[src/common/ebpwm_pkg.sv]
// ebpwm_pkg: register map, field layout, reset values and timing counts of the bridge pwm generator.
// assumes a single 200 MHz system clock that is also the pwm oscillator clock.
package ebpwm_pkg;

  // timing: one oscillator period is one system clock, an instruction cycle is four of them
  localparam int unsigned CLK_PERIOD_PS = 5000;
  localparam int unsigned TOSC_PS = 5000;
  localparam int unsigned CLK_PER_TOSC = (TOSC_PS + CLK_PERIOD_PS - 1) / CLK_PERIOD_PS;
  localparam int unsigned TOSC_PER_INSTR = 4;
  localparam int unsigned CLK_PER_INSTR = CLK_PER_TOSC * TOSC_PER_INSTR;

  // byte addresses on the register bus
  localparam logic [7:0] ADDR_CONTROL = 8'h00;
  localparam logic [7:0] ADDR_DUTY_HIGH = 8'h04;
  localparam logic [7:0] ADDR_PERIOD = 8'h08;
  localparam logic [7:0] ADDR_TIMER_CTRL = 8'h0C;
  localparam logic [7:0] ADDR_DEADBAND = 8'h10;
  localparam logic [7:0] ADDR_PIN_DIR = 8'h14;
  localparam logic [7:0] ADDR_STATUS = 8'h18;

  // pwm_control_reg fields
  localparam int unsigned CTL_MODE_LSB = 6;
  localparam int unsigned CTL_DUTY_LSB = 4;
  localparam int unsigned CTL_PWM_LSB = 2;
  localparam int unsigned CTL_POL_AC = 1;
  localparam int unsigned CTL_POL_BD = 0;
  localparam logic [1:0] CTL_PWM_ON = 2'h3;

  // period_timer_ctrl fields
  localparam int unsigned TCTL_RUN = 2;
  localparam logic [1:0] PRESCALE_1 = 2'h0;
  localparam logic [1:0] PRESCALE_4 = 2'h1;
  localparam logic [3:0] PRE_LIMIT_1 = 4'h0;
  localparam logic [3:0] PRE_LIMIT_4 = 4'h3;
  localparam logic [3:0] PRE_LIMIT_16 = 4'hF;

  // status layout: flag bit 0, timer 15:8, duty buffer 25:16
  localparam int unsigned STS_FLAG = 0;
  localparam int unsigned STS_TMR_LSB = 8;
  localparam int unsigned STS_DBUF_LSB = 16;

  // reset values
  localparam logic [7:0] RST_CONTROL = 8'h00;
  localparam logic [7:0] RST_DUTY_HIGH = 8'h00;
  localparam logic [7:0] RST_PERIOD = 8'hFF;
  localparam logic [2:0] RST_TIMER_CTRL = 3'h0;
  localparam logic [6:0] RST_DEADBAND = 7'h00;
  localparam logic [3:0] RST_PIN_DIR = 4'hF;

  localparam logic [1:0] RESP_OKAY = 2'h0;
  localparam logic [1:0] RESP_SLVERR = 2'h2;

  typedef enum logic [1:0] {
    MODE_SINGLE = 2'b00,
    MODE_FULL_FWD = 2'b01,
    MODE_HALF = 2'b10,
    MODE_FULL_REV = 2'b11
  } ebpwm_mode_e;

  typedef struct packed {
    logic [7:0] control;
    logic [7:0] duty_high_byte;
    logic [7:0] period_reg;
    logic [2:0] period_timer_ctrl;
    logic [6:0] deadband_reg;
    logic [3:0] pin_dir;
    logic period_timer_flag;
    logic [1:0] q_cnt;
    logic [3:0] pre_cnt;
    logic [7:0] period_timer;
    logic [9:0] duty_buffer;
    logic pwm_raw;
    logic armed;
    logic en_d;
    logic [8:0] db_cnt;
    logic [3:0] pin_out;
    logic [3:0] pin_sel;
    logic aw_held;
    logic [7:0] awaddr;
    logic w_held;
    logic [31:0] wdata;
    logic [3:0] wstrb;
    logic bvalid;
    logic [1:0] bresp;
    logic rvalid;
    logic [31:0] rdata;
    logic [1:0] rresp;
  } ebpwm_state_s;

endpackage

[src/verilog/ebpwm_top.sv]
// ebpwm_top: bridge pwm generator with an axi4-lite register slave.
// assumes i_sleep comes from the power controller on the same clock; pins are muxed outside.
`timescale 1ns/1ps

// Behaviour
// - timer prescaler divides by one, four or sixteen, scaling period and pulse width.
// - period is four oscillator periods times (period_reg+1) times prescale ratio.
// - pulse width is oscillator period times 10-bit duty times prescale ratio.
// - duty beyond the period leaves outputs set for the whole cycle.
// - in sleep the timer stops and the pwm engine state freezes; bus registers still take writes.
// - in sleep every bridge output keeps its level.
// - after wake the timer resumes from its held value.
// - timebase runs from the system clock, frequency tracks it.
// - reset sets all pins to input and registers to defaults.
// - mode field selects single 00, half 10, full forward 01, full reverse 11.
// - polarity bits make each output pair active-high or active-low.
// - on enable, waveform waits for the next full period start.
// - zero control releases all pins; unused pins stay free for other functions.
// - half-bridge drives modulated A and complement B; C and D unused.
// - half-bridge dead-band delays each active edge by count instruction cycles.
// - dead-band longer than the active time keeps that output inactive all cycle.
// - full forward holds A active, modulates D, B and C inactive.
// - full reverse holds C active, modulates B, A and D inactive.
// - after timer equals period: clear timer, set output unless duty zero, latch duty.
// - output clears when 10-bit timebase matches the buffered duty.
// - duty byte and low bits writable anytime, applied at next period boundary.
module ebpwm_top #(
  parameter int unsigned ADDR_W = 8
) (
  input wire logic i_mclk,
  input wire logic i_arst_n,
  input wire logic i_sleep,
  input wire logic [ADDR_W-1:0] i_s_axi_awaddr,
  input wire logic i_s_axi_awvalid,
  output logic o_s_axi_awready,
  input wire logic [31:0] i_s_axi_wdata,
  input wire logic [3:0] i_s_axi_wstrb,
  input wire logic i_s_axi_wvalid,
  output logic o_s_axi_wready,
  output logic [1:0] o_s_axi_bresp,
  output logic o_s_axi_bvalid,
  input wire logic i_s_axi_bready,
  input wire logic [ADDR_W-1:0] i_s_axi_araddr,
  input wire logic i_s_axi_arvalid,
  output logic o_s_axi_arready,
  output logic [31:0] o_s_axi_rdata,
  output logic [1:0] o_s_axi_rresp,
  output logic o_s_axi_rvalid,
  input wire logic i_s_axi_rready,
  output logic o_bridge_out_a,
  output logic o_bridge_out_b,
  output logic o_bridge_out_c,
  output logic o_bridge_out_d,
  output logic [3:0] o_pin_pwm_sel,
  output logic [3:0] o_pin_oe,
  output logic o_period_timer_flag
);

  if (ADDR_W < 5 || ADDR_W > 32) begin : g_addr_w_check
    $error("ebpwm_top: ADDR_W must be 5..32");
  end

  ebpwm_pkg::ebpwm_state_s st_r;
  ebpwm_pkg::ebpwm_state_s st_nxt;

  // decoded configuration
  logic pwm_en;
  logic [1:0] mode;
  logic [9:0] duty_val;
  logic [9:0] timebase;
  logic [3:0] pre_limit;
  logic run;
  logic tick;
  logic boundary;
  logic [3:0] act;
  logic [3:0] use_mask;
  logic [3:0] low_mask;
  logic db_done;
  logic [8:0] db_target;
  logic [31:0] rd_word;
  logic rd_hit;
  logic wr_hit;
  logic [7:0] wbyte;
  logic [7:0] rd_addr;

  always_comb begin
    pwm_en = (st_r.control[ebpwm_pkg::CTL_PWM_LSB +: 2] == ebpwm_pkg::CTL_PWM_ON);
    mode = st_r.control[ebpwm_pkg::CTL_MODE_LSB +: 2];
    duty_val = {st_r.duty_high_byte, st_r.control[ebpwm_pkg::CTL_DUTY_LSB +: 2]};
    run = st_r.period_timer_ctrl[ebpwm_pkg::TCTL_RUN];
    // prescale limit counts instruction cycles per timer increment
    case (st_r.period_timer_ctrl[1:0])
      ebpwm_pkg::PRESCALE_1: pre_limit = ebpwm_pkg::PRE_LIMIT_1;
      ebpwm_pkg::PRESCALE_4: pre_limit = ebpwm_pkg::PRE_LIMIT_4;
      default: pre_limit = ebpwm_pkg::PRE_LIMIT_16;
    endcase
    // one increment per instruction cycle times prescale, from the system clock
    tick = run && !i_sleep && (st_r.q_cnt == 2'h3) && (st_r.pre_cnt == pre_limit);
    boundary = tick && (st_r.period_timer == st_r.period_reg);
    db_target = {st_r.deadband_reg, 2'h0};
    db_done = (st_r.db_cnt >= db_target);
    low_mask = {st_r.control[ebpwm_pkg::CTL_POL_BD], st_r.control[ebpwm_pkg::CTL_POL_AC],
                st_r.control[ebpwm_pkg::CTL_POL_BD], st_r.control[ebpwm_pkg::CTL_POL_AC]};
    // act bit order d,c,b,a before polarity
    act = 4'h0;
    use_mask = 4'h0;
    if (pwm_en) begin
      case (mode)
        ebpwm_pkg::MODE_SINGLE: begin
          use_mask = 4'b0001;
          act = {3'b000, st_r.armed && st_r.pwm_raw};
        end
        ebpwm_pkg::MODE_HALF: begin
          use_mask = 4'b0011;
          act = {2'b00, st_r.armed && !st_r.pwm_raw && db_done,
                 st_r.armed && st_r.pwm_raw && db_done};
        end
        ebpwm_pkg::MODE_FULL_FWD: begin
          use_mask = 4'b1111;
          act = {st_r.armed && st_r.pwm_raw, 1'b0, 1'b0, st_r.armed};
        end
        ebpwm_pkg::MODE_FULL_REV: begin
          use_mask = 4'b1111;
          act = {1'b0, st_r.armed, st_r.armed && st_r.pwm_raw, 1'b0};
        end
        default: begin
          use_mask = 4'h0;
          act = 4'h0;
        end
      endcase
    end
  end

  // register read mux
  always_comb begin
    rd_addr = 8'h00;
    rd_addr[4:0] = i_s_axi_araddr[4:0];
    rd_hit = (i_s_axi_araddr[ADDR_W-1:5] == '0) && (i_s_axi_araddr[1:0] == 2'h0);
    rd_word = 32'h0000_0000;
    case (rd_addr)
      ebpwm_pkg::ADDR_CONTROL: rd_word[7:0] = st_r.control;
      ebpwm_pkg::ADDR_DUTY_HIGH: rd_word[7:0] = st_r.duty_high_byte;
      ebpwm_pkg::ADDR_PERIOD: rd_word[7:0] = st_r.period_reg;
      ebpwm_pkg::ADDR_TIMER_CTRL: rd_word[2:0] = st_r.period_timer_ctrl;
      ebpwm_pkg::ADDR_DEADBAND: rd_word[6:0] = st_r.deadband_reg;
      ebpwm_pkg::ADDR_PIN_DIR: rd_word[3:0] = st_r.pin_dir;
      ebpwm_pkg::ADDR_STATUS: begin
        rd_word[ebpwm_pkg::STS_FLAG] = st_r.period_timer_flag;
        rd_word[ebpwm_pkg::STS_TMR_LSB +: 8] = st_r.period_timer;
        rd_word[ebpwm_pkg::STS_DBUF_LSB +: 10] = st_r.duty_buffer;
      end
      default: rd_hit = 1'b0;
    endcase
  end

  always_comb begin
    st_nxt = st_r;
    wbyte = st_r.wdata[7:0];
    wr_hit = 1'b0;
    timebase = 10'h000;

    // bus write: address and data taken in either order, answer once both held
    if (i_s_axi_awvalid && !st_r.aw_held && !st_r.bvalid) begin
      st_nxt.aw_held = 1'b1;
      st_nxt.awaddr = 8'h00;
      st_nxt.awaddr[4:0] = i_s_axi_awaddr[4:0];
      if (i_s_axi_awaddr[ADDR_W-1:5] != '0 || i_s_axi_awaddr[1:0] != 2'h0) begin
        st_nxt.awaddr = 8'hFF;
      end
    end
    if (i_s_axi_wvalid && !st_r.w_held && !st_r.bvalid) begin
      st_nxt.w_held = 1'b1;
      st_nxt.wdata = i_s_axi_wdata;
      st_nxt.wstrb = i_s_axi_wstrb;
    end
    if (st_r.bvalid && i_s_axi_bready) begin
      st_nxt.bvalid = 1'b0;
    end

    // pwm engine, frozen during sleep
    if (!i_sleep) begin
      if (run) begin
        st_nxt.q_cnt = st_r.q_cnt + 2'h1;
        if (st_r.q_cnt == 2'h3) begin
          st_nxt.pre_cnt = (st_r.pre_cnt == pre_limit) ? 4'h0 : st_r.pre_cnt + 4'h1;
        end
      end
      if (tick) begin
        st_nxt.period_timer = st_r.period_timer + 8'h01;
      end
      // match on the timebase this edge shows, else the registered compare adds a clock
      case (st_r.period_timer_ctrl[1:0])
        ebpwm_pkg::PRESCALE_1: timebase = {st_nxt.period_timer, st_nxt.q_cnt};
        ebpwm_pkg::PRESCALE_4: timebase = {st_nxt.period_timer, st_nxt.pre_cnt[1:0]};
        default: timebase = {st_nxt.period_timer, st_nxt.pre_cnt[3:2]};
      endcase
      if (timebase == st_r.duty_buffer) begin
        st_nxt.pwm_raw = 1'b0;
      end
      if (boundary) begin
        st_nxt.period_timer = 8'h00;
        st_nxt.q_cnt = 2'h0;
        st_nxt.pre_cnt = 4'h0;
        st_nxt.duty_buffer = duty_val;
        st_nxt.pwm_raw = (duty_val != 10'h000);
        st_nxt.period_timer_flag = 1'b1;
        if (pwm_en) begin
          st_nxt.armed = 1'b1;
        end
      end
      // edge of the modulated signal restarts dead-band timing for the other output
      if (st_nxt.pwm_raw != st_r.pwm_raw) begin
        st_nxt.db_cnt = 9'h000;
      end else if (st_r.db_cnt != 9'h1FF) begin
        st_nxt.db_cnt = st_r.db_cnt + 9'h001;
      end
      st_nxt.en_d = pwm_en;
      if (!pwm_en || !st_r.en_d) begin
        st_nxt.armed = boundary && pwm_en && st_r.en_d;
      end
      st_nxt.pin_out = act ^ (low_mask & use_mask);
      st_nxt.pin_sel = use_mask;
    end

    if (st_r.aw_held && st_r.w_held && !st_r.bvalid) begin
      st_nxt.aw_held = 1'b0;
      st_nxt.w_held = 1'b0;
      st_nxt.bvalid = 1'b1;
      wr_hit = 1'b1;
      st_nxt.bresp = ebpwm_pkg::RESP_OKAY;
      if (st_r.wstrb[0]) begin
        case (st_r.awaddr)
          ebpwm_pkg::ADDR_CONTROL: st_nxt.control = wbyte;
          ebpwm_pkg::ADDR_DUTY_HIGH: st_nxt.duty_high_byte = wbyte;
          ebpwm_pkg::ADDR_PERIOD: st_nxt.period_reg = wbyte;
          ebpwm_pkg::ADDR_TIMER_CTRL: st_nxt.period_timer_ctrl = wbyte[2:0];
          ebpwm_pkg::ADDR_DEADBAND: st_nxt.deadband_reg = wbyte[6:0];
          ebpwm_pkg::ADDR_PIN_DIR: st_nxt.pin_dir = wbyte[3:0];
          ebpwm_pkg::ADDR_STATUS: begin
            // write one clears; a boundary in the same cycle wins
            if (wbyte[ebpwm_pkg::STS_FLAG] && !(boundary)) begin
              st_nxt.period_timer_flag = 1'b0;
            end
          end
          default: wr_hit = 1'b0;
        endcase
      end else begin
        case (st_r.awaddr)
          ebpwm_pkg::ADDR_CONTROL, ebpwm_pkg::ADDR_DUTY_HIGH, ebpwm_pkg::ADDR_PERIOD,
          ebpwm_pkg::ADDR_TIMER_CTRL, ebpwm_pkg::ADDR_DEADBAND, ebpwm_pkg::ADDR_PIN_DIR,
          ebpwm_pkg::ADDR_STATUS: wr_hit = 1'b1;
          default: wr_hit = 1'b0;
        endcase
      end
      if (!wr_hit) begin
        st_nxt.bresp = ebpwm_pkg::RESP_SLVERR;
      end
    end

    // bus read
    if (st_r.rvalid && i_s_axi_rready) begin
      st_nxt.rvalid = 1'b0;
    end
    if (i_s_axi_arvalid && !st_r.rvalid) begin
      st_nxt.rvalid = 1'b1;
      st_nxt.rdata = rd_word;
      st_nxt.rresp = rd_hit ? ebpwm_pkg::RESP_OKAY : ebpwm_pkg::RESP_SLVERR;
    end
  end

  always_ff @(posedge i_mclk or negedge i_arst_n) begin
    if (!i_arst_n) begin
      st_r <= '0;
      st_r.control <= ebpwm_pkg::RST_CONTROL;
      st_r.duty_high_byte <= ebpwm_pkg::RST_DUTY_HIGH;
      st_r.period_reg <= ebpwm_pkg::RST_PERIOD;
      st_r.period_timer_ctrl <= ebpwm_pkg::RST_TIMER_CTRL;
      st_r.deadband_reg <= ebpwm_pkg::RST_DEADBAND;
      st_r.pin_dir <= ebpwm_pkg::RST_PIN_DIR;
    end else begin
      st_r <= st_nxt;
    end
  end

  always_comb begin
    o_s_axi_awready = !st_r.aw_held && !st_r.bvalid;
    o_s_axi_wready = !st_r.w_held && !st_r.bvalid;
    o_s_axi_bvalid = st_r.bvalid;
    o_s_axi_bresp = st_r.bresp;
    o_s_axi_arready = !st_r.rvalid;
    o_s_axi_rvalid = st_r.rvalid;
    o_s_axi_rdata = st_r.rdata;
    o_s_axi_rresp = st_r.rresp;
    o_bridge_out_a = st_r.pin_out[0];
    o_bridge_out_b = st_r.pin_out[1];
    o_bridge_out_c = st_r.pin_out[2];
    o_bridge_out_d = st_r.pin_out[3];
    o_pin_pwm_sel = st_r.pin_sel;
    o_pin_oe = ~st_r.pin_dir;
    o_period_timer_flag = st_r.period_timer_flag;
  end

endmodule // ebpwm_top

[config.mk]
export PLATFORM = sky130hd
export DESIGN_NAME = ebpwm_top
export DESIGN_NICKNAME = d
export VERILOG_FILES = /design/src/common/ebpwm_pkg.sv /design/src/verilog/ebpwm_top.sv
export SDC_FILE = /design/constraint.sdc
export NUM_CORES = 1
export LEC_CHECK = 0
export BUFFER_PORTS_ARGS = -buffer_cell sky130_fd_sc_hd__buf_2
export CELL_PAD_IN_SITES_DETAIL_PLACEMENT = 1
export CELL_PAD_IN_SITES_GLOBAL_PLACEMENT = 2
export CORE_UTILIZATION = 36
export DETAILED_ROUTE_END_ITERATION = 12
export PLACE_DENSITY = 0.84
export SLEW_MARGIN = 20
export SYNTH_ARGS = -nofsm -noshare
export SYNTH_HDL_FRONTEND = slang
export SYNTH_SLANG_ARGS = --single-unit
[constraint.sdc]
create_clock -name i_mclk -period 3.3 [get_ports i_mclk]
set_clock_uncertainty 0.1 [all_clocks]
set_input_delay 0.495 -clock i_mclk [delete_from_list [all_inputs] [get_ports i_mclk]]
set_output_delay 0.495 -clock i_mclk [all_outputs]
set_load 0.1 [all_outputs]
### After elaboration in Yosys (flattened, before gate mapping)

Cells that the tools add are included.

* eq/ne operators: 23
* shift operators: 0
* $add $sub $neg: 4
* bitwise gates (word level): 4
* reduce and logical (&&, ||, !) cells: 63
* muxes and demuxes: 43
* divide/modulo/power cells: 0
* $mul: 0
* order comparisons: 1

Operator list (number)
* $mux W27: 2
* $mux W45: 1
* $mux W37: 1
* $mux W35: 1
* $mux W9: 3
* $eq A8 B5 Y1 const B: 3
* $logic_and A1 B1 Y1: 23
* $reduce_and A3 Y1: 7
* $mux W18: 1
* $eq A8 B4 Y1 const B: 2
* $mux W4: 4
* $mux W8: 2
* $pmux W4 S4: 1
* $eq A5 B5 Y1 const B: 3
* $mux W1: 14
* $reduce_bool A2 Y1: 7
* $reduce_or A7 Y1: 2
* $pmux W2 S6: 1
* $pmux W3 S4: 1
* $pmux W4 S3: 1
* $eq A10 B10 Y1: 1
* $eq A5 B4 Y1 const B: 2
* $mux W10: 1
* $reduce_bool A10 Y1: 1
* 34 further kinds: 53

* memories kept: 0
* logic and storage cells: 165
* bits in writable memories: 0
* bits in latches: 0
* flip-flop bits (word level): 161
* bits of input ports: 60
* output and inout port bits: 54
* memory bits (read-only): 0

### Longest topological paths before layout

* word-level depth: 19
* depth in mapped cells: 10
* depth with buffers taken out: 9

### Worst setup path after synthesis

OpenSTA, ideal clock, no wires.

* kind: flip-flop to flip-flop
* start: register st_r (netlist bit o_s_axi_rvalid)
* end: register st_r (netlist bit o_s_axi_rdata[15])
* setup time: 0.066 ns
* buffers on the path: 1
* stages on the path, launching flop included: 7
* arrival time: 3.275 ns
* setup slack: -0.142 ns
* required time: 3.134 ns
* period minus slack after synthesis: 3.442 ns
* path through: dfrtp_1 -> inv_1 -> nand2_1 -> or3_1 -> nor3_1 -> clkbuf_1 -> a22o_1

* word-level cells in the longest chain between the ends: 2

RTL lines
* start, declared: RTL line ebpwm_top.sv:63 `ebpwm_pkg::ebpwm_state_s st_r;`
* start signal, assigned: RTL line ebpwm_top.sv:281 `st_r <= st_nxt;`
* $logic_not A1 Y1
* named net o_s_axi_arready: RTL line ebpwm_top.sv:45 `output logic o_s_axi_arready,`
* $logic_and A1 B1 Y1: RTL line ebpwm_top.sv:264 `if (i_s_axi_arvalid && !st_r.rvalid) begin`

The timed path passes the listed nets, and every way through them passes these cells.
A chain may end at the register's enable or synchronous reset.

### Worst setup path after layout

* start: register st_r[122] (netlist name)
* end: register st_r[98] (netlist name)

* word-level cells in the longest chain between the ends: 13
* elaborated cells between the ends (all ways): 18
* those cells by class: add/sub (1); eq/ne (3); mux (10); reduce/logical (4)

RTL lines
* $add A4 B1 Y4 / $eq A4 B4 Y1 (equally long branches): RTL line ebpwm_top.sv:185, ebpwm_top.sv:98
* $mux W4: RTL line ebpwm_top.sv:185 `st_nxt.pre_cnt = (st_r.pre_cnt == pre_limit) ? 4'h0 : st_r.pre_cnt + 4'h1;`
* $mux W4: RTL line ebpwm_top.sv:184 `if (st_r.q_cnt == 2'h3) begin`
* $mux W6: RTL line ebpwm_top.sv:182 `if (run) begin`
* $pmux W2 S2: RTL line ebpwm_top.sv:192 `case (st_r.period_timer_ctrl[1:0])`
* $mux W10: RTL line ebpwm_top.sv:181 `if (!i_sleep) begin`
* $eq A10 B10 Y1: RTL line ebpwm_top.sv:197 `if (timebase == st_r.duty_buffer) begin`
* $mux W1: RTL line ebpwm_top.sv:197
* $mux W27 (*): RTL line ebpwm_top.sv:200 `if (boundary) begin`
* $mux W27 (*): RTL line ebpwm_top.sv:181
* $ne A1 B1 Y1 (*): RTL line ebpwm_top.sv:212 `if (st_nxt.pwm_raw != st_r.pwm_raw) begin`
* $reduce_bool A2 Y1 (no line)
* $reduce_and A2 Y1 (no line)

Mark *: on every way between the ends. The rest lies on a longest branch, timed or not. The select of a mux whose other input is x is not followed.

==> results.cfg <==
[detailed_routing]
viasPerCell = 5.388
postRouteAntennaNets = 0
first_pass_iters = 8
drt_iter0_drc = 261
post_drt_wl_per_cell_um = 18.93
vias = 5043
drcViolationCount = 22
wl_um = 17720

[flow_run]
drv_cap = 0

[sta]
rsz0062_at_grt = false
period_share_pct = 92.03
drv_slew = 0
max_freq_ghz = 0.3293
layout_setup_ws_ns = 0.2631
relSlewSlack_pct = 45.72
worstMarginPinSlew_ns = 0.8080
setup_tns_ns = 0
fin_crit_ns = 3.037
hold_viol = 0
setup_viol = 0

[placement]
numPortBuffers = 78
hpwl_um = 12940
gp_congestion = 0.7912
dp_slack_ns = 0.2920
numPlacedInstances = 904

[worst_setup_path]
startpoint_type = flip-flop
crit_required_ns = 3.51
critPathArrivalTime_ns = 3.25
regToRegSetupSlack_ns = 0.26
startpoint = st_r[122]
critPathSlowestCell = a2111oi_4
r2r-start = st_r[122]
worst_path_largest_cell_delay_ns = 0.50
path_cells = or3_4 > a2111oi_4 > o21ai_4 > a2111oi_0 > o21ai_1 > o41ai_4 > buf_4 > nor2_1
cp-endpoint = st_r[98]
cp_max_fo = 10
cp_top_family = compound AO/OA/AOI/OAI gates
setup.worst_path.class = flip-flop to flip-flop
end_kind = flip-flop
rr_worst_depth = 8
r2r-end = st_r[98]
critical_path_buf_inv_count = 1
crit_cells = 8

[floorplanning]
die-area_mm2 = 0.01914
coreArea_mm2 = 0.01809
die_w_um = 138.3
pin_count = 114
row_count = 49
initial_core_util_pct = 37.00
die_y_um = 138.3

[synth]
synth_compound_area_share_pct = 13.87
synth_top_family_by_area = compound AO/OA/AOI/OAI gates
synth-simple-area-share_pct = 13.14
syn_inst = 641
synth_area_mm2 = 0.006693
synth_seq_cells = 128
yosysSeqAreaShare_pct = 48.08
synthFlopType = dfrtp_1
yosys_warnings = 0
syn_avg_cell_area_um2 = 10.44
synthTopCellsByArea = dfrtp_1 43%, mux2_2 7.9%, dfstp_2 4.7%
synth.distinct_cells = 63
synth_top_area_share_pct = 43.37
synth_fa_ha_area_share_pct = 2.430
yosysTopAreaCell = dfrtp_1
synth_mux_area_share_pct = 10.71
synthArstFlopShare_pct = 100.0
synth_edf_count = 0
synth_xor_area_share_pct = 4.449

[finish]
final_core_util_pct = 43.21
finalNonFillerCells = 936
multi_input_area_mm2 = 0.003023
fill_cells = 1992
fin_nets = 767
syn_to_final_growth_pct = 16.77
regArea_mm2 = 0.003218
antenna_cells = 0
drive_gt1_share_pct = 28.43

[cts]
clock_path_buffers = 2
cts_tree = done
cts.clk_slew.worst_paths_ns = 0.06
hold_buffers = 0
clock_latency_ns = 0.43
htree_levels = 4
cts-root-buf = clkbuf_16
postCtsSetupBuffers = 0
cts_sinks = 128
cts-resized-gates = 0
cts-buffers-inserted = 17

[global_routing]
grt_pass1_vias = 5441
globalRouteOverflowTotal = 0
grt_max_degree = 60
grt_use_total_pct = 19.36
grt_pass1_wl_um = 29070
antenna_found_initial = 0

[pwr]
powerDensity_mw_per_mm2 = 768.8
power_w = 0.006008
p_leak_nw = 3.619
ir_drop_mv = 0.4563

[outcome]
violations = design-rule violations
status = finished with violations

[hold_path]
hold_class = input port to asynchronous set/reset pin
-- registers in the layout, indices dropped and copies added (netlist names), 2 cells and up --
register,count
mode,2
o_s_axi_rdata,26
duty_val,10
db_target,7
low_mask,2
st_r,68
o_pin_pwm_sel,3
-- placed cells by master (no fill, tap or decap), types with 6 or more instances in the layout --
| cell | Yosys | final |
|---|---|---|
| nor2_1 | 43 | 42 |
| mux2_2 | 47 | 47 |
| nand3_1 | 19 | 19 |
| inv_1 | 20 | 19 |
| nand2b_1 | 7 | 7 |
| a22o_1 | 24 | 24 |
| ha_1 | 13 | 13 |
| nand2_1 | 67 | 67 |
| o21ai_0 | 50 | 50 |
| buf_4 | 40 | 16 |
| bufinv_16 | 0 | 6 |
| xnor2_1 | 22 | 22 |
| mux2i_1 | 12 | 12 |
| xor2_1 | 12 | 12 |
| dfstp_2 | 12 | 12 |
| dfrtp_1 | 116 | 116 |
| buf_2 | 1 | 77 |
| a21oi_1 | 9 | 9 |
| nor3_1 | 10 | 9 |
| clkbuf_16 | 0 | 17 |
| a22oi_1 | 6 | 6 |
| a21o_1 | 6 | 6 |
| conb_1 | 1 | 8 |
| and3_1 | 8 | 8 |
-- where the power goes --
part	leakage (nW)	internal, W	switching, W
Clock	0.338	0.00146	0.000728
Combinational	1.63	0.000521	0.00105
Sequential	1.65	0.00187	0.000379
-- cell families (layout without fill, tap and decap cells) --
group,after synthesis,after routing
xor gates and xnor gates,34,34
adders and majority gates,13,13
and+or+nand+nor,185,185
other,1,8
muxes,62,62
DFF,128,128
AOI/OAI and AO/OA,131,131
buffers and inverters,87,146
-- routing by layer --
metal	vias to the layer above	track usage, %	routed length (um)
met1	2581	24.87	8080
met2	111	32.09	8566
li1	2329	-	-
met5	-	0	0
met3	22	3.776	717
met4	0	7.747	351
-- worst min-delay path by stage --
stage	startpoint	to	slack [ns]	cells past startpoint
floorplan	i_arst_n	db_target[2]	0.1	0
global placement	o_s_axi_rdata[6]	o_s_axi_rdata[6]	0.36	2
detailed placement	st_r[81]	st_r[81]	0.36	2
CTS	i_arst_n	o_s_axi_rdata[15]	0.09	1
global route	i_arst_n	o_s_axi_rdata[15]	0.12	1
finish	i_arst_n	o_s_axi_rdata[15]	0.05	1
-- synth_stat cells (3+ instances only) --
master and count:
a21o_1 6, a21oi_1 9, a22o_1 24, a22oi_1 6
a31oi_1 5, and3_1 8, buf_4 40, clkbuf_1 24
dfrtp_1 116, dfstp_2 12, ha_1 13, inv_1 20
mux2_2 47, mux2i_1 12, mux4_2 3, nand2_1 67
nand2b_1 7, nand3_1 19, nand4_1 5, nor2_1 43
nor2b_1 4, nor3_1 10, o211ai_1 4, o21ai_0 50
o221ai_1 3, o31ai_1 4, or3_1 5, xnor2_1 22
xor2_1 12
-- worst register-to-register path: stages (launching register included) --
cell,delay [ns]
dfrtp_1,0.48
or3_4,0.42
a2111oi_4,0.50
o21ai_4,0.13
a2111oi_0,0.45
o21ai_1,0.22
o41ai_4,0.34
buf_4,0.22
nor2_1,0.06
-- metrics by stage --
| step | instance area (um2) | hold WS [ns] |
|---|---|---|
| after floorplan | 6725 | 0.09941 |
| after global routing | 7815 | 0.1164 |
| after CTS | 7815 | 0.08862 |
| after global placement | 7132 | 0.3587 |
| final | 7815 | 0.04785 |
| after detailed placement | 7132 | 0.3650 |
-- final cells by class --
type / count / area share, %
Clock buffer: 19 / 5.796
Clock inverter: 13 / 2.946
Inverter: 20 / 1.009
Multi-Input combinational cell: 433 / 38.68
Sequential cell: 128 / 41.18
Tap cell: 229 / 3.666
Timing Repair Buffer: 94 / 6.724
No activity file was read; power rests on OpenSTA's default activity.
